[config.mk]
export PLATFORM = sky130hd
export DESIGN_NAME = rxirq_route
export DESIGN_NICKNAME = d
export VERILOG_FILES = /design/src/rxirq_pkg.sv /design/src/rxirq_route.sv /design/src/rxirq_src_mux.sv
export SDC_FILE = /design/constraint.sdc
export NUM_CORES = 1
export LEC_CHECK = 0
export ABC_AREA = 1
export BUFFER_PORTS_ARGS = -buffer_cell sky130_fd_sc_hd__buf_2
export CORE_MARGIN = 2
export CORE_UTILIZATION = 40
export DETAILED_ROUTE_END_ITERATION = 16
export GPL_TIMING_DRIVEN = 1
export SYNTH_ARGS = -nofsm -noshare
export SYNTH_HDL_FRONTEND = slang
export SYNTH_SLANG_ARGS = --single-unit
[constraint.sdc]
create_clock -name mclk -period 1.15 [get_ports mclk]
set_input_delay 0.115 -clock mclk [delete_from_list [all_inputs] [get_ports mclk]]
set_output_delay 0.115 -clock mclk [all_outputs]
set_load 0.01 [all_outputs]
[src/rxirq_pkg.sv]
// Package with register map, field positions and mode codes of the receiver interrupt router
package rxirq_pkg;

  // ----------------------------------------------------------------
  // Register offsets
  // ----------------------------------------------------------------
  localparam logic [7:0] RXIRQ_OFS_ENABLE = 8'h3F;
  localparam logic [7:0] RXIRQ_OFS_SELECT = 8'h41;
  localparam logic [7:0] RXIRQ_OFS_CLEAR = 8'h42;
  localparam logic [7:0] RXIRQ_OFS_STATUS = 8'h43;

  // ----------------------------------------------------------------
  // Reset values
  // ----------------------------------------------------------------
  localparam logic [7:0] RXIRQ_RST_ENABLE = 8'h00;
  localparam logic [7:0] RXIRQ_RST_SELECT = 8'h00;
  localparam logic [7:0] RXIRQ_RST_STATUS = 8'h00;
  localparam logic [7:0] RXIRQ_RST_RDATA = 8'h00;

  // ----------------------------------------------------------------
  // Flag, enable and clear bit positions (shared layout)
  // ----------------------------------------------------------------
  localparam int RXIRQ_BIT_SLEEP_TMO = 7;
  localparam int RXIRQ_BIT_RECEIVE_TIMEOUT_EVT = 6;
  localparam int RXIRQ_BIT_SIGNAL_STRENGTH_VALID_EVT = 5;
  localparam int RXIRQ_BIT_PREAMBLE = 4;
  localparam int RXIRQ_BIT_SYNCWORD = 3;
  localparam int RXIRQ_BIT_NODE = 2;
  localparam int RXIRQ_BIT_CHECKSUM = 1;
  localparam int RXIRQ_BIT_PACKET = 0;
  localparam int RXIRQ_NUM_FLAGS = 8;

  // ----------------------------------------------------------------
  // Selector field positions
  // ----------------------------------------------------------------
  localparam int RXIRQ_SEL_A_LSB = 0;
  localparam int RXIRQ_SEL_B_LSB = 4;
  localparam int RXIRQ_SEL_WIDTH = 4;

  // ----------------------------------------------------------------
  // Data modes and operating states
  // ----------------------------------------------------------------
  localparam logic [1:0] RXIRQ_MODE_DIRECT = 2'h0;
  localparam logic [1:0] RXIRQ_MODE_BUFFER = 2'h1;
  localparam logic [1:0] RXIRQ_MODE_PACKET = 2'h2;

  localparam logic [2:0] RXIRQ_ST_SLEEP = 3'h1;
  localparam logic [2:0] RXIRQ_ST_STANDBY = 3'h2;
  localparam logic [2:0] RXIRQ_ST_TUNE = 3'h3;
  localparam logic [2:0] RXIRQ_ST_RECEIVE = 3'h4;
  localparam logic [2:0] RXIRQ_ST_NVM = 3'h5;

endpackage

[src/rxirq_route.sv]
// Interrupt routing, enable, sticky flags and clear logic of the receiver
// Function
// Bits 3:0 of the select register choose the event on line A.
// Packet mode codes map fourteen events, code zero drives zero.
// Direct mode codes one to six select events; bits 7:4 select line B.
// Buffer mode codes one to eleven select events, others drive zero.
// Queue write strobe is a one-cycle routable pulse with no latched flag.
// Clear register is write-only; a one clears the matching flag.
// Clear writes act only in standby, tune, receive or memory-access state.
// Sleep timeout flag sets at expiry when timer runs and enabled.
// Receive timeout flag sets at expiry when timer runs and enabled.
// Signal valid flag sets under frequency-shift demodulation when enabled.
// Preamble flag sets on preamble success when enabled; cleared by clear bit.
// Syncword flag sets on syncword match when enabled; cleared by clear bit.
// Node flag sets only in packet mode on node match when enabled.
// Checksum flag sets only in packet mode on good checksum when enabled.
// Packet flag sets in packet mode on any full packet when enabled.
// Host clears the packet flag by writing one; it never self-clears.
// Status flags are read-only; host writes leave them unchanged.
// Enable register holds one bit per latched event, all disabled after reset.
`timescale 1ns/1ps
module rxirq_route
  import rxirq_pkg::*;
(
  // Clock, reset, enable
  input wire logic mclk,
  input wire logic resetn,
  input wire logic ce,
  // Register access port
  input wire logic reg_wr_en,
  input wire logic reg_rd_en,
  input wire logic [7:0] reg_addr,
  input wire logic [7:0] reg_wdata,
  output logic [7:0] reg_rdata,
  // Device context
  input wire logic [1:0] data_mode,
  input wire logic [2:0] op_state,
  input wire logic fsk_demod,
  input wire logic sleep_timer_running,
  input wire logic rx_timer_running,
  // Latched event sources, one-cycle pulses
  input wire logic sleep_timeout_evt,
  input wire logic receive_timeout_evt,
  input wire logic signal_strength_valid_evt,
  input wire logic preamble_pass_evt,
  input wire logic syncword_pass_evt,
  input wire logic node_match_evt,
  input wire logic checksum_pass_evt,
  input wire logic packet_received_evt,
  // Routed-only sources
  input wire logic queue_not_empty_evt,
  input wire logic queue_threshold_evt,
  input wire logic queue_full_evt,
  input wire logic queue_byte_write_strobe,
  input wire logic queue_overflow_evt,
  input wire logic signal_strength_indicator,
  // Interrupt lines
  output logic irq_out_a,
  output logic irq_out_b
);

  // ----------------------------------------------------------------
  // Register state
  // ----------------------------------------------------------------
  logic [7:0] irq_enable;
  logic [7:0] irq_line_source_select;
  logic [7:0] irq_flag_status;
  logic [RXIRQ_SEL_WIDTH-1:0] irq_a_source_sel;
  logic [RXIRQ_SEL_WIDTH-1:0] irq_b_source_sel;
  logic [7:0] evt_raw;
  logic [7:0] evt_qual;
  logic [7:0] next_flags;
  logic clear_allowed;
  logic clear_write;
  logic is_packet;
  logic [1:0] line_sel;

  assign irq_a_source_sel = irq_line_source_select[RXIRQ_SEL_A_LSB +: RXIRQ_SEL_WIDTH];
  assign irq_b_source_sel = irq_line_source_select[RXIRQ_SEL_B_LSB +: RXIRQ_SEL_WIDTH];
  assign is_packet = (data_mode == RXIRQ_MODE_PACKET);
  assign clear_allowed = (op_state == RXIRQ_ST_STANDBY) || (op_state == RXIRQ_ST_TUNE) ||
                         (op_state == RXIRQ_ST_RECEIVE) || (op_state == RXIRQ_ST_NVM);
  assign clear_write = reg_wr_en && (reg_addr == RXIRQ_OFS_CLEAR) && clear_allowed;

  // ----------------------------------------------------------------
  // Writable registers
  // ----------------------------------------------------------------
  always_ff @(posedge mclk or negedge resetn) begin
    if (!resetn) begin
      irq_enable <= RXIRQ_RST_ENABLE;
    end else if (ce && reg_wr_en && reg_addr == RXIRQ_OFS_ENABLE) begin
      irq_enable <= reg_wdata;
    end
  end

  always_ff @(posedge mclk or negedge resetn) begin
    if (!resetn) begin
      irq_line_source_select <= RXIRQ_RST_SELECT;
    end else if (ce && reg_wr_en && reg_addr == RXIRQ_OFS_SELECT) begin
      irq_line_source_select <= reg_wdata;
    end
  end

  // ----------------------------------------------------------------
  // Sticky flags
  // ----------------------------------------------------------------
  always_comb begin
    evt_raw = 8'h00;
    evt_raw[RXIRQ_BIT_SLEEP_TMO] = sleep_timeout_evt;
    evt_raw[RXIRQ_BIT_RECEIVE_TIMEOUT_EVT] = receive_timeout_evt;
    evt_raw[RXIRQ_BIT_SIGNAL_STRENGTH_VALID_EVT] = signal_strength_valid_evt;
    evt_raw[RXIRQ_BIT_PREAMBLE] = preamble_pass_evt;
    evt_raw[RXIRQ_BIT_SYNCWORD] = syncword_pass_evt;
    evt_raw[RXIRQ_BIT_NODE] = node_match_evt;
    evt_raw[RXIRQ_BIT_CHECKSUM] = checksum_pass_evt;
    evt_raw[RXIRQ_BIT_PACKET] = packet_received_evt;
  end

  always_comb begin
    evt_qual = 8'hFF;
    evt_qual[RXIRQ_BIT_SLEEP_TMO] = sleep_timer_running;
    evt_qual[RXIRQ_BIT_RECEIVE_TIMEOUT_EVT] = rx_timer_running;
    evt_qual[RXIRQ_BIT_SIGNAL_STRENGTH_VALID_EVT] = fsk_demod;
    evt_qual[RXIRQ_BIT_NODE] = is_packet;
    evt_qual[RXIRQ_BIT_CHECKSUM] = is_packet;
    evt_qual[RXIRQ_BIT_PACKET] = is_packet;
  end

  // Set beats a clear landing in the same cycle, so no event is lost
  genvar gi;
  generate
    for (gi = 0; gi < RXIRQ_NUM_FLAGS; gi++) begin : g_flag
      logic set_now;
      logic clear_now;
      assign set_now = evt_raw[gi] && evt_qual[gi] && irq_enable[gi];
      assign clear_now = clear_write && reg_wdata[gi];
      assign next_flags[gi] = set_now || (irq_flag_status[gi] && !clear_now);
    end
  endgenerate

  // Status register takes no host writes
  always_ff @(posedge mclk or negedge resetn) begin
    if (!resetn) begin
      irq_flag_status <= RXIRQ_RST_STATUS;
    end else if (ce) begin
      irq_flag_status <= next_flags;
    end
  end

  // ----------------------------------------------------------------
  // Read-back
  // ----------------------------------------------------------------
  always_ff @(posedge mclk or negedge resetn) begin
    if (!resetn) begin
      reg_rdata <= RXIRQ_RST_RDATA;
    end else if (ce && reg_rd_en) begin
      unique case (reg_addr)
        RXIRQ_OFS_ENABLE: reg_rdata <= irq_enable;
        RXIRQ_OFS_SELECT: reg_rdata <= irq_line_source_select;
        RXIRQ_OFS_STATUS: reg_rdata <= irq_flag_status;
        default: reg_rdata <= RXIRQ_RST_RDATA;
      endcase
    end
  end

  // ----------------------------------------------------------------
  // Line routing
  // ----------------------------------------------------------------
  generate
    for (gi = 0; gi < 2; gi++) begin : g_line
      rxirq_src_mux u_mux (
        .data_mode(data_mode),
        .source_sel(gi == 0 ? irq_a_source_sel : irq_b_source_sel),
        .flags(irq_flag_status),
        .queue_not_empty_evt(queue_not_empty_evt),
        .queue_threshold_evt(queue_threshold_evt),
        .queue_full_evt(queue_full_evt),
        .queue_byte_write_strobe(queue_byte_write_strobe),
        .queue_overflow_evt(queue_overflow_evt),
        .signal_strength_indicator(signal_strength_indicator),
        .selected(line_sel[gi])
      );
    end
  endgenerate

  always_ff @(posedge mclk or negedge resetn) begin
    if (!resetn) begin
      irq_out_a <= 1'b0;
      irq_out_b <= 1'b0;
    end else if (ce) begin
      irq_out_a <= line_sel[0];
      irq_out_b <= line_sel[1];
    end
  end
endmodule // rxirq_route

[src/rxirq_src_mux.sv]
// Event selector for one interrupt line, mapping depends on the data mode
`timescale 1ns/1ps
module rxirq_src_mux
  import rxirq_pkg::*;
(
  // Selection
  input wire logic [1:0] data_mode,
  input wire logic [RXIRQ_SEL_WIDTH-1:0] source_sel,
  // Latched flags
  input wire logic [RXIRQ_NUM_FLAGS-1:0] flags,
  // Queue and signal levels
  input wire logic queue_not_empty_evt,
  input wire logic queue_threshold_evt,
  input wire logic queue_full_evt,
  input wire logic queue_byte_write_strobe,
  input wire logic queue_overflow_evt,
  input wire logic signal_strength_indicator,
  // Selected event
  output logic selected
);

  always_comb begin
    selected = 1'b0;
    if (data_mode == RXIRQ_MODE_PACKET) begin
      unique case (source_sel)
        4'h1: selected = flags[RXIRQ_BIT_SIGNAL_STRENGTH_VALID_EVT];
        4'h2: selected = flags[RXIRQ_BIT_PREAMBLE];
        4'h3: selected = flags[RXIRQ_BIT_SYNCWORD];
        4'h4: selected = flags[RXIRQ_BIT_NODE];
        4'h5: selected = flags[RXIRQ_BIT_CHECKSUM];
        4'h6: selected = flags[RXIRQ_BIT_PACKET];
        4'h7: selected = flags[RXIRQ_BIT_SLEEP_TMO];
        4'h8: selected = flags[RXIRQ_BIT_RECEIVE_TIMEOUT_EVT];
        4'h9: selected = queue_not_empty_evt;
        4'hA: selected = queue_threshold_evt;
        4'hB: selected = queue_full_evt;
        4'hC: selected = queue_byte_write_strobe;
        4'hD: selected = queue_overflow_evt;
        4'hE: selected = signal_strength_indicator;
        default: selected = 1'b0;
      endcase
    end else if (data_mode == RXIRQ_MODE_BUFFER) begin
      unique case (source_sel)
        4'h1: selected = flags[RXIRQ_BIT_SIGNAL_STRENGTH_VALID_EVT];
        4'h2: selected = flags[RXIRQ_BIT_PREAMBLE];
        4'h3: selected = flags[RXIRQ_BIT_SYNCWORD];
        4'h4: selected = flags[RXIRQ_BIT_SLEEP_TMO];
        4'h5: selected = flags[RXIRQ_BIT_RECEIVE_TIMEOUT_EVT];
        4'h6: selected = queue_not_empty_evt;
        4'h7: selected = queue_threshold_evt;
        4'h8: selected = queue_full_evt;
        4'h9: selected = queue_byte_write_strobe;
        4'hA: selected = queue_overflow_evt;
        4'hB: selected = signal_strength_indicator;
        default: selected = 1'b0;
      endcase
    end else if (data_mode == RXIRQ_MODE_DIRECT) begin
      unique case (source_sel)
        4'h1: selected = flags[RXIRQ_BIT_SIGNAL_STRENGTH_VALID_EVT];
        4'h2: selected = flags[RXIRQ_BIT_PREAMBLE];
        4'h3: selected = flags[RXIRQ_BIT_SYNCWORD];
        4'h4: selected = flags[RXIRQ_BIT_SLEEP_TMO];
        4'h5: selected = flags[RXIRQ_BIT_RECEIVE_TIMEOUT_EVT];
        4'h6: selected = signal_strength_indicator;
        default: selected = 1'b0;
      endcase
    end
  end

endmodule // rxirq_src_mux

==> run metrics <==
Initial Utilization 0.416; Seq/Total Area, Yosys 0.370; antenna violations before repair 0; DRC viols 0; Top Ports 53; Root Buffer clkbuf_8; clock-pin slew on the worst setup and hold paths 0.08 ns; switching pwr 785 uW; Hold WS 0.0424 ns; Worst Hold Class primary input to register; CP Class register to register; WP data required 1.38 ns; Netlist cell types 26; average size of a mapped cell approximately 7.0 sq um; syn_nets 371; gp weighted congestion 0.904; crit end category register; Synth top cells by count nand2_1, nand3_1, dfrtp_1; nets@finish around 470; Crit-path slowest cell dfrtp_2; final count of negative-setup-slack endpoints 4; Final Hold Fails 0; layout cells sized above 1 0.418; Fin Clk Skew 0.00299 ns; unrepaired setup endpoints after global routing yes; clock share of power 0.352; Power Total 2630 uW; Via density 4.98; TritonCTS clock tree yes; Placed Area 2930 sq um; H-tree depth 2; remaining antenna violation count 0; Synth area leaders dfrtp_1, nand2_1, nand3_1, nor2_1, inv_1; Design Area, Final 3170 sq um; crit path DAT 1.62 ns; Post-synth EDFFs 0; die width 79.9 microns; fin crit period roughly 1.4 ns; fin cells 495; status finished with violations; Pint 1840 uW; # Max-Cap Violations 0; crit-path max FO 6; Num CTS Buffers 5; # clock sinks 34; Antenna Cells 0; Pwr Density 829 nW/um^2; dpl cells ~480; # port buffers 51; most frequent cell after synthesis nand2_1; FMAX 0.716 GHz; sw frac 0.299; violated checks setup timing; die area 6380 sq um; area share of the largest cell type after synthesis 0.370; worst setup margin -0.246 ns; final period utilization 1.21; Slew headroom 0.757; Total GRT Usage 0.227; largest net degree at the start of global routing 22; asr flop ratio synth 1.00; drt wl/cell 13.5 microns; final max-slew violation count 0; Vert. Die Dim 79.9 microns; worst skew pair latency 0.29 ns; WHS Path Cells 3; Synth Register Bits 34; Post-Synthesis Cells 328; dpl hpwl between 5 and 6 mm; final setup TNS -0.517 ns; DRT Pass-1 Iters 4; cell taking the most area after synthesis dfrtp_1; routed vias 2466; Leak about 0.0016 uW; Detailed Route Iter0 Violations 211; final wirelength approximately 6.7 mm; maximum root-to-sink buffer count 2; Flop pwr share 0.485; Max IR drop VDD roughly 0.53 mV; Layout area overhead 37.8%; R2R depth 10; crit-path max cell delay between 0.4 and 0.5 ns; Core Footprint 5540 sq um; portion of total power attributed to combinational logic 0.163; Yosys Warn Count 0; Critical Path Source Type register; first-pass GRT wire length 11.2 mm; Primary FF master, synth dfrtp_1; Mapped Area 2300 sq um; # rows 27; Worst-Margin Slew 0.365 ns; vias in the first global route 2404; GR Overflow Total 0; critical path, cell by cell buf_12 -> nor2_4 -> nand3_2 -> nand2_2 -> nor2_2 -> nand3_1 -> nand2_1 -> nand2_1 -> nor2_2 -> nor2_1
-- critical path: cells and delay by family (launching register included) --
| family | cells | cell delay, ns |
|---|---|---|
| simple gates | 9 | 0.74 |
| flops | 1 | 0.46 |
| buf+inv | 1 | 0.14 |
-- state kept, by name (all words and copies together) (netlist names) --
register                cells
irq_flag_status             8
reg_rdata                   8
irq_line_source_select      8
irq_out_a                   1
irq_enable                  8
irq_out_b                   1
-- cell type report --
type                    instances  area [sq um]
fillers                       565          2370
multi-input cells             251          1390
well taps                      72          90.1
flip-flops and latches         34           862
repair buffers                 90           592
inverters                      40           155
clock buffers                   6          72.6
clock inverters                 2          13.8
-- logic make-up (layout without fill, tap and decap cells) --
group | count (synthesis) | in the layout | share of synthesized area
DFF | 34 | 34 | 0.370
AOI/OAI and AO/OA | 47 | 47 | 0.127
buffers and inverters | 43 | 138 | 0.0783
xor gates and xnor gates | 1 | 1 | 0.00381
and+or+nand+nor | 203 | 203 | 0.421
-- worst paths after layout --
kind	from	to	slack, ns
setup / recovery	irq_line_source_select[3]	irq_out_a	-0.25
hold / removal	reg_wdata[6]	irq_enable[6]	0.04
setup reg to reg	irq_line_source_select[3]	irq_out_a	-0.25
hold reg to reg	reg_rdata[3]	reg_rdata[3]	0.48
max in group asynchronous	resetn	irq_line_source_select[7]	0.45
min in group asynchronous	resetn	irq_flag_status[3]	0.27
-- per-layer routing --
layer  wire length, microns  track usage  part of all wire
met3                    313       0.0430             0.047
met5                      0            0                 0
met4                     76       0.0678             0.011
met2                   3270        0.366              0.49
met1                   3010        0.311              0.45
-- power by group through the flow --
stage	clock network [uW]	logic, uW	registers, uW
final	925	430	1280
after global routing	989	483	1280
after CTS	934	423	1270
after detailed placement	0	407	1300
after global placement	0	405	1290
after floorplan	0	178	1290
-- cell usage in the layout, fill, tap and decap left out, types with 3 or more instances in the layout --
cell,instances
inv_1,26
dfrtp_2,9
nor2_2,9
o21ai_0,14
buf_12,3
nand3_2,10
nand2_1,94
inv_2,12
clkbuf_8,5
buf_2,51
nand2_2,9
nor2_4,10
o21ai_1,12
nand3_1,40
dfrtp_1,25
o21ai_2,14
buf_4,34
nor2_1,22
-- timing repair --
| item | CTS | global route |
|---|---|---|
| pin swaps | 2 | 14 |
| hold endpoints to repair | 13 | 0 |
| setup buffers | 2 | 3 |
| setup endpoints to repair | 4 | 6 |
| resized for setup | 15 | 21 |
| hold buffers | 1 | 0 |
| cloned | 0 | 0 |
-- through the flow --
step            util  setup WS [ns]
2_1_floorplan      -        -0.0586
3_3_place_gp   0.528         -0.209
3_5_place_dp   0.528         -0.226
4_1_cts        0.557         -0.202
5_1_grt        0.572         -0.399
6_report       0.572         -0.246
Note: power is estimated with default switching activity, not from simulation.
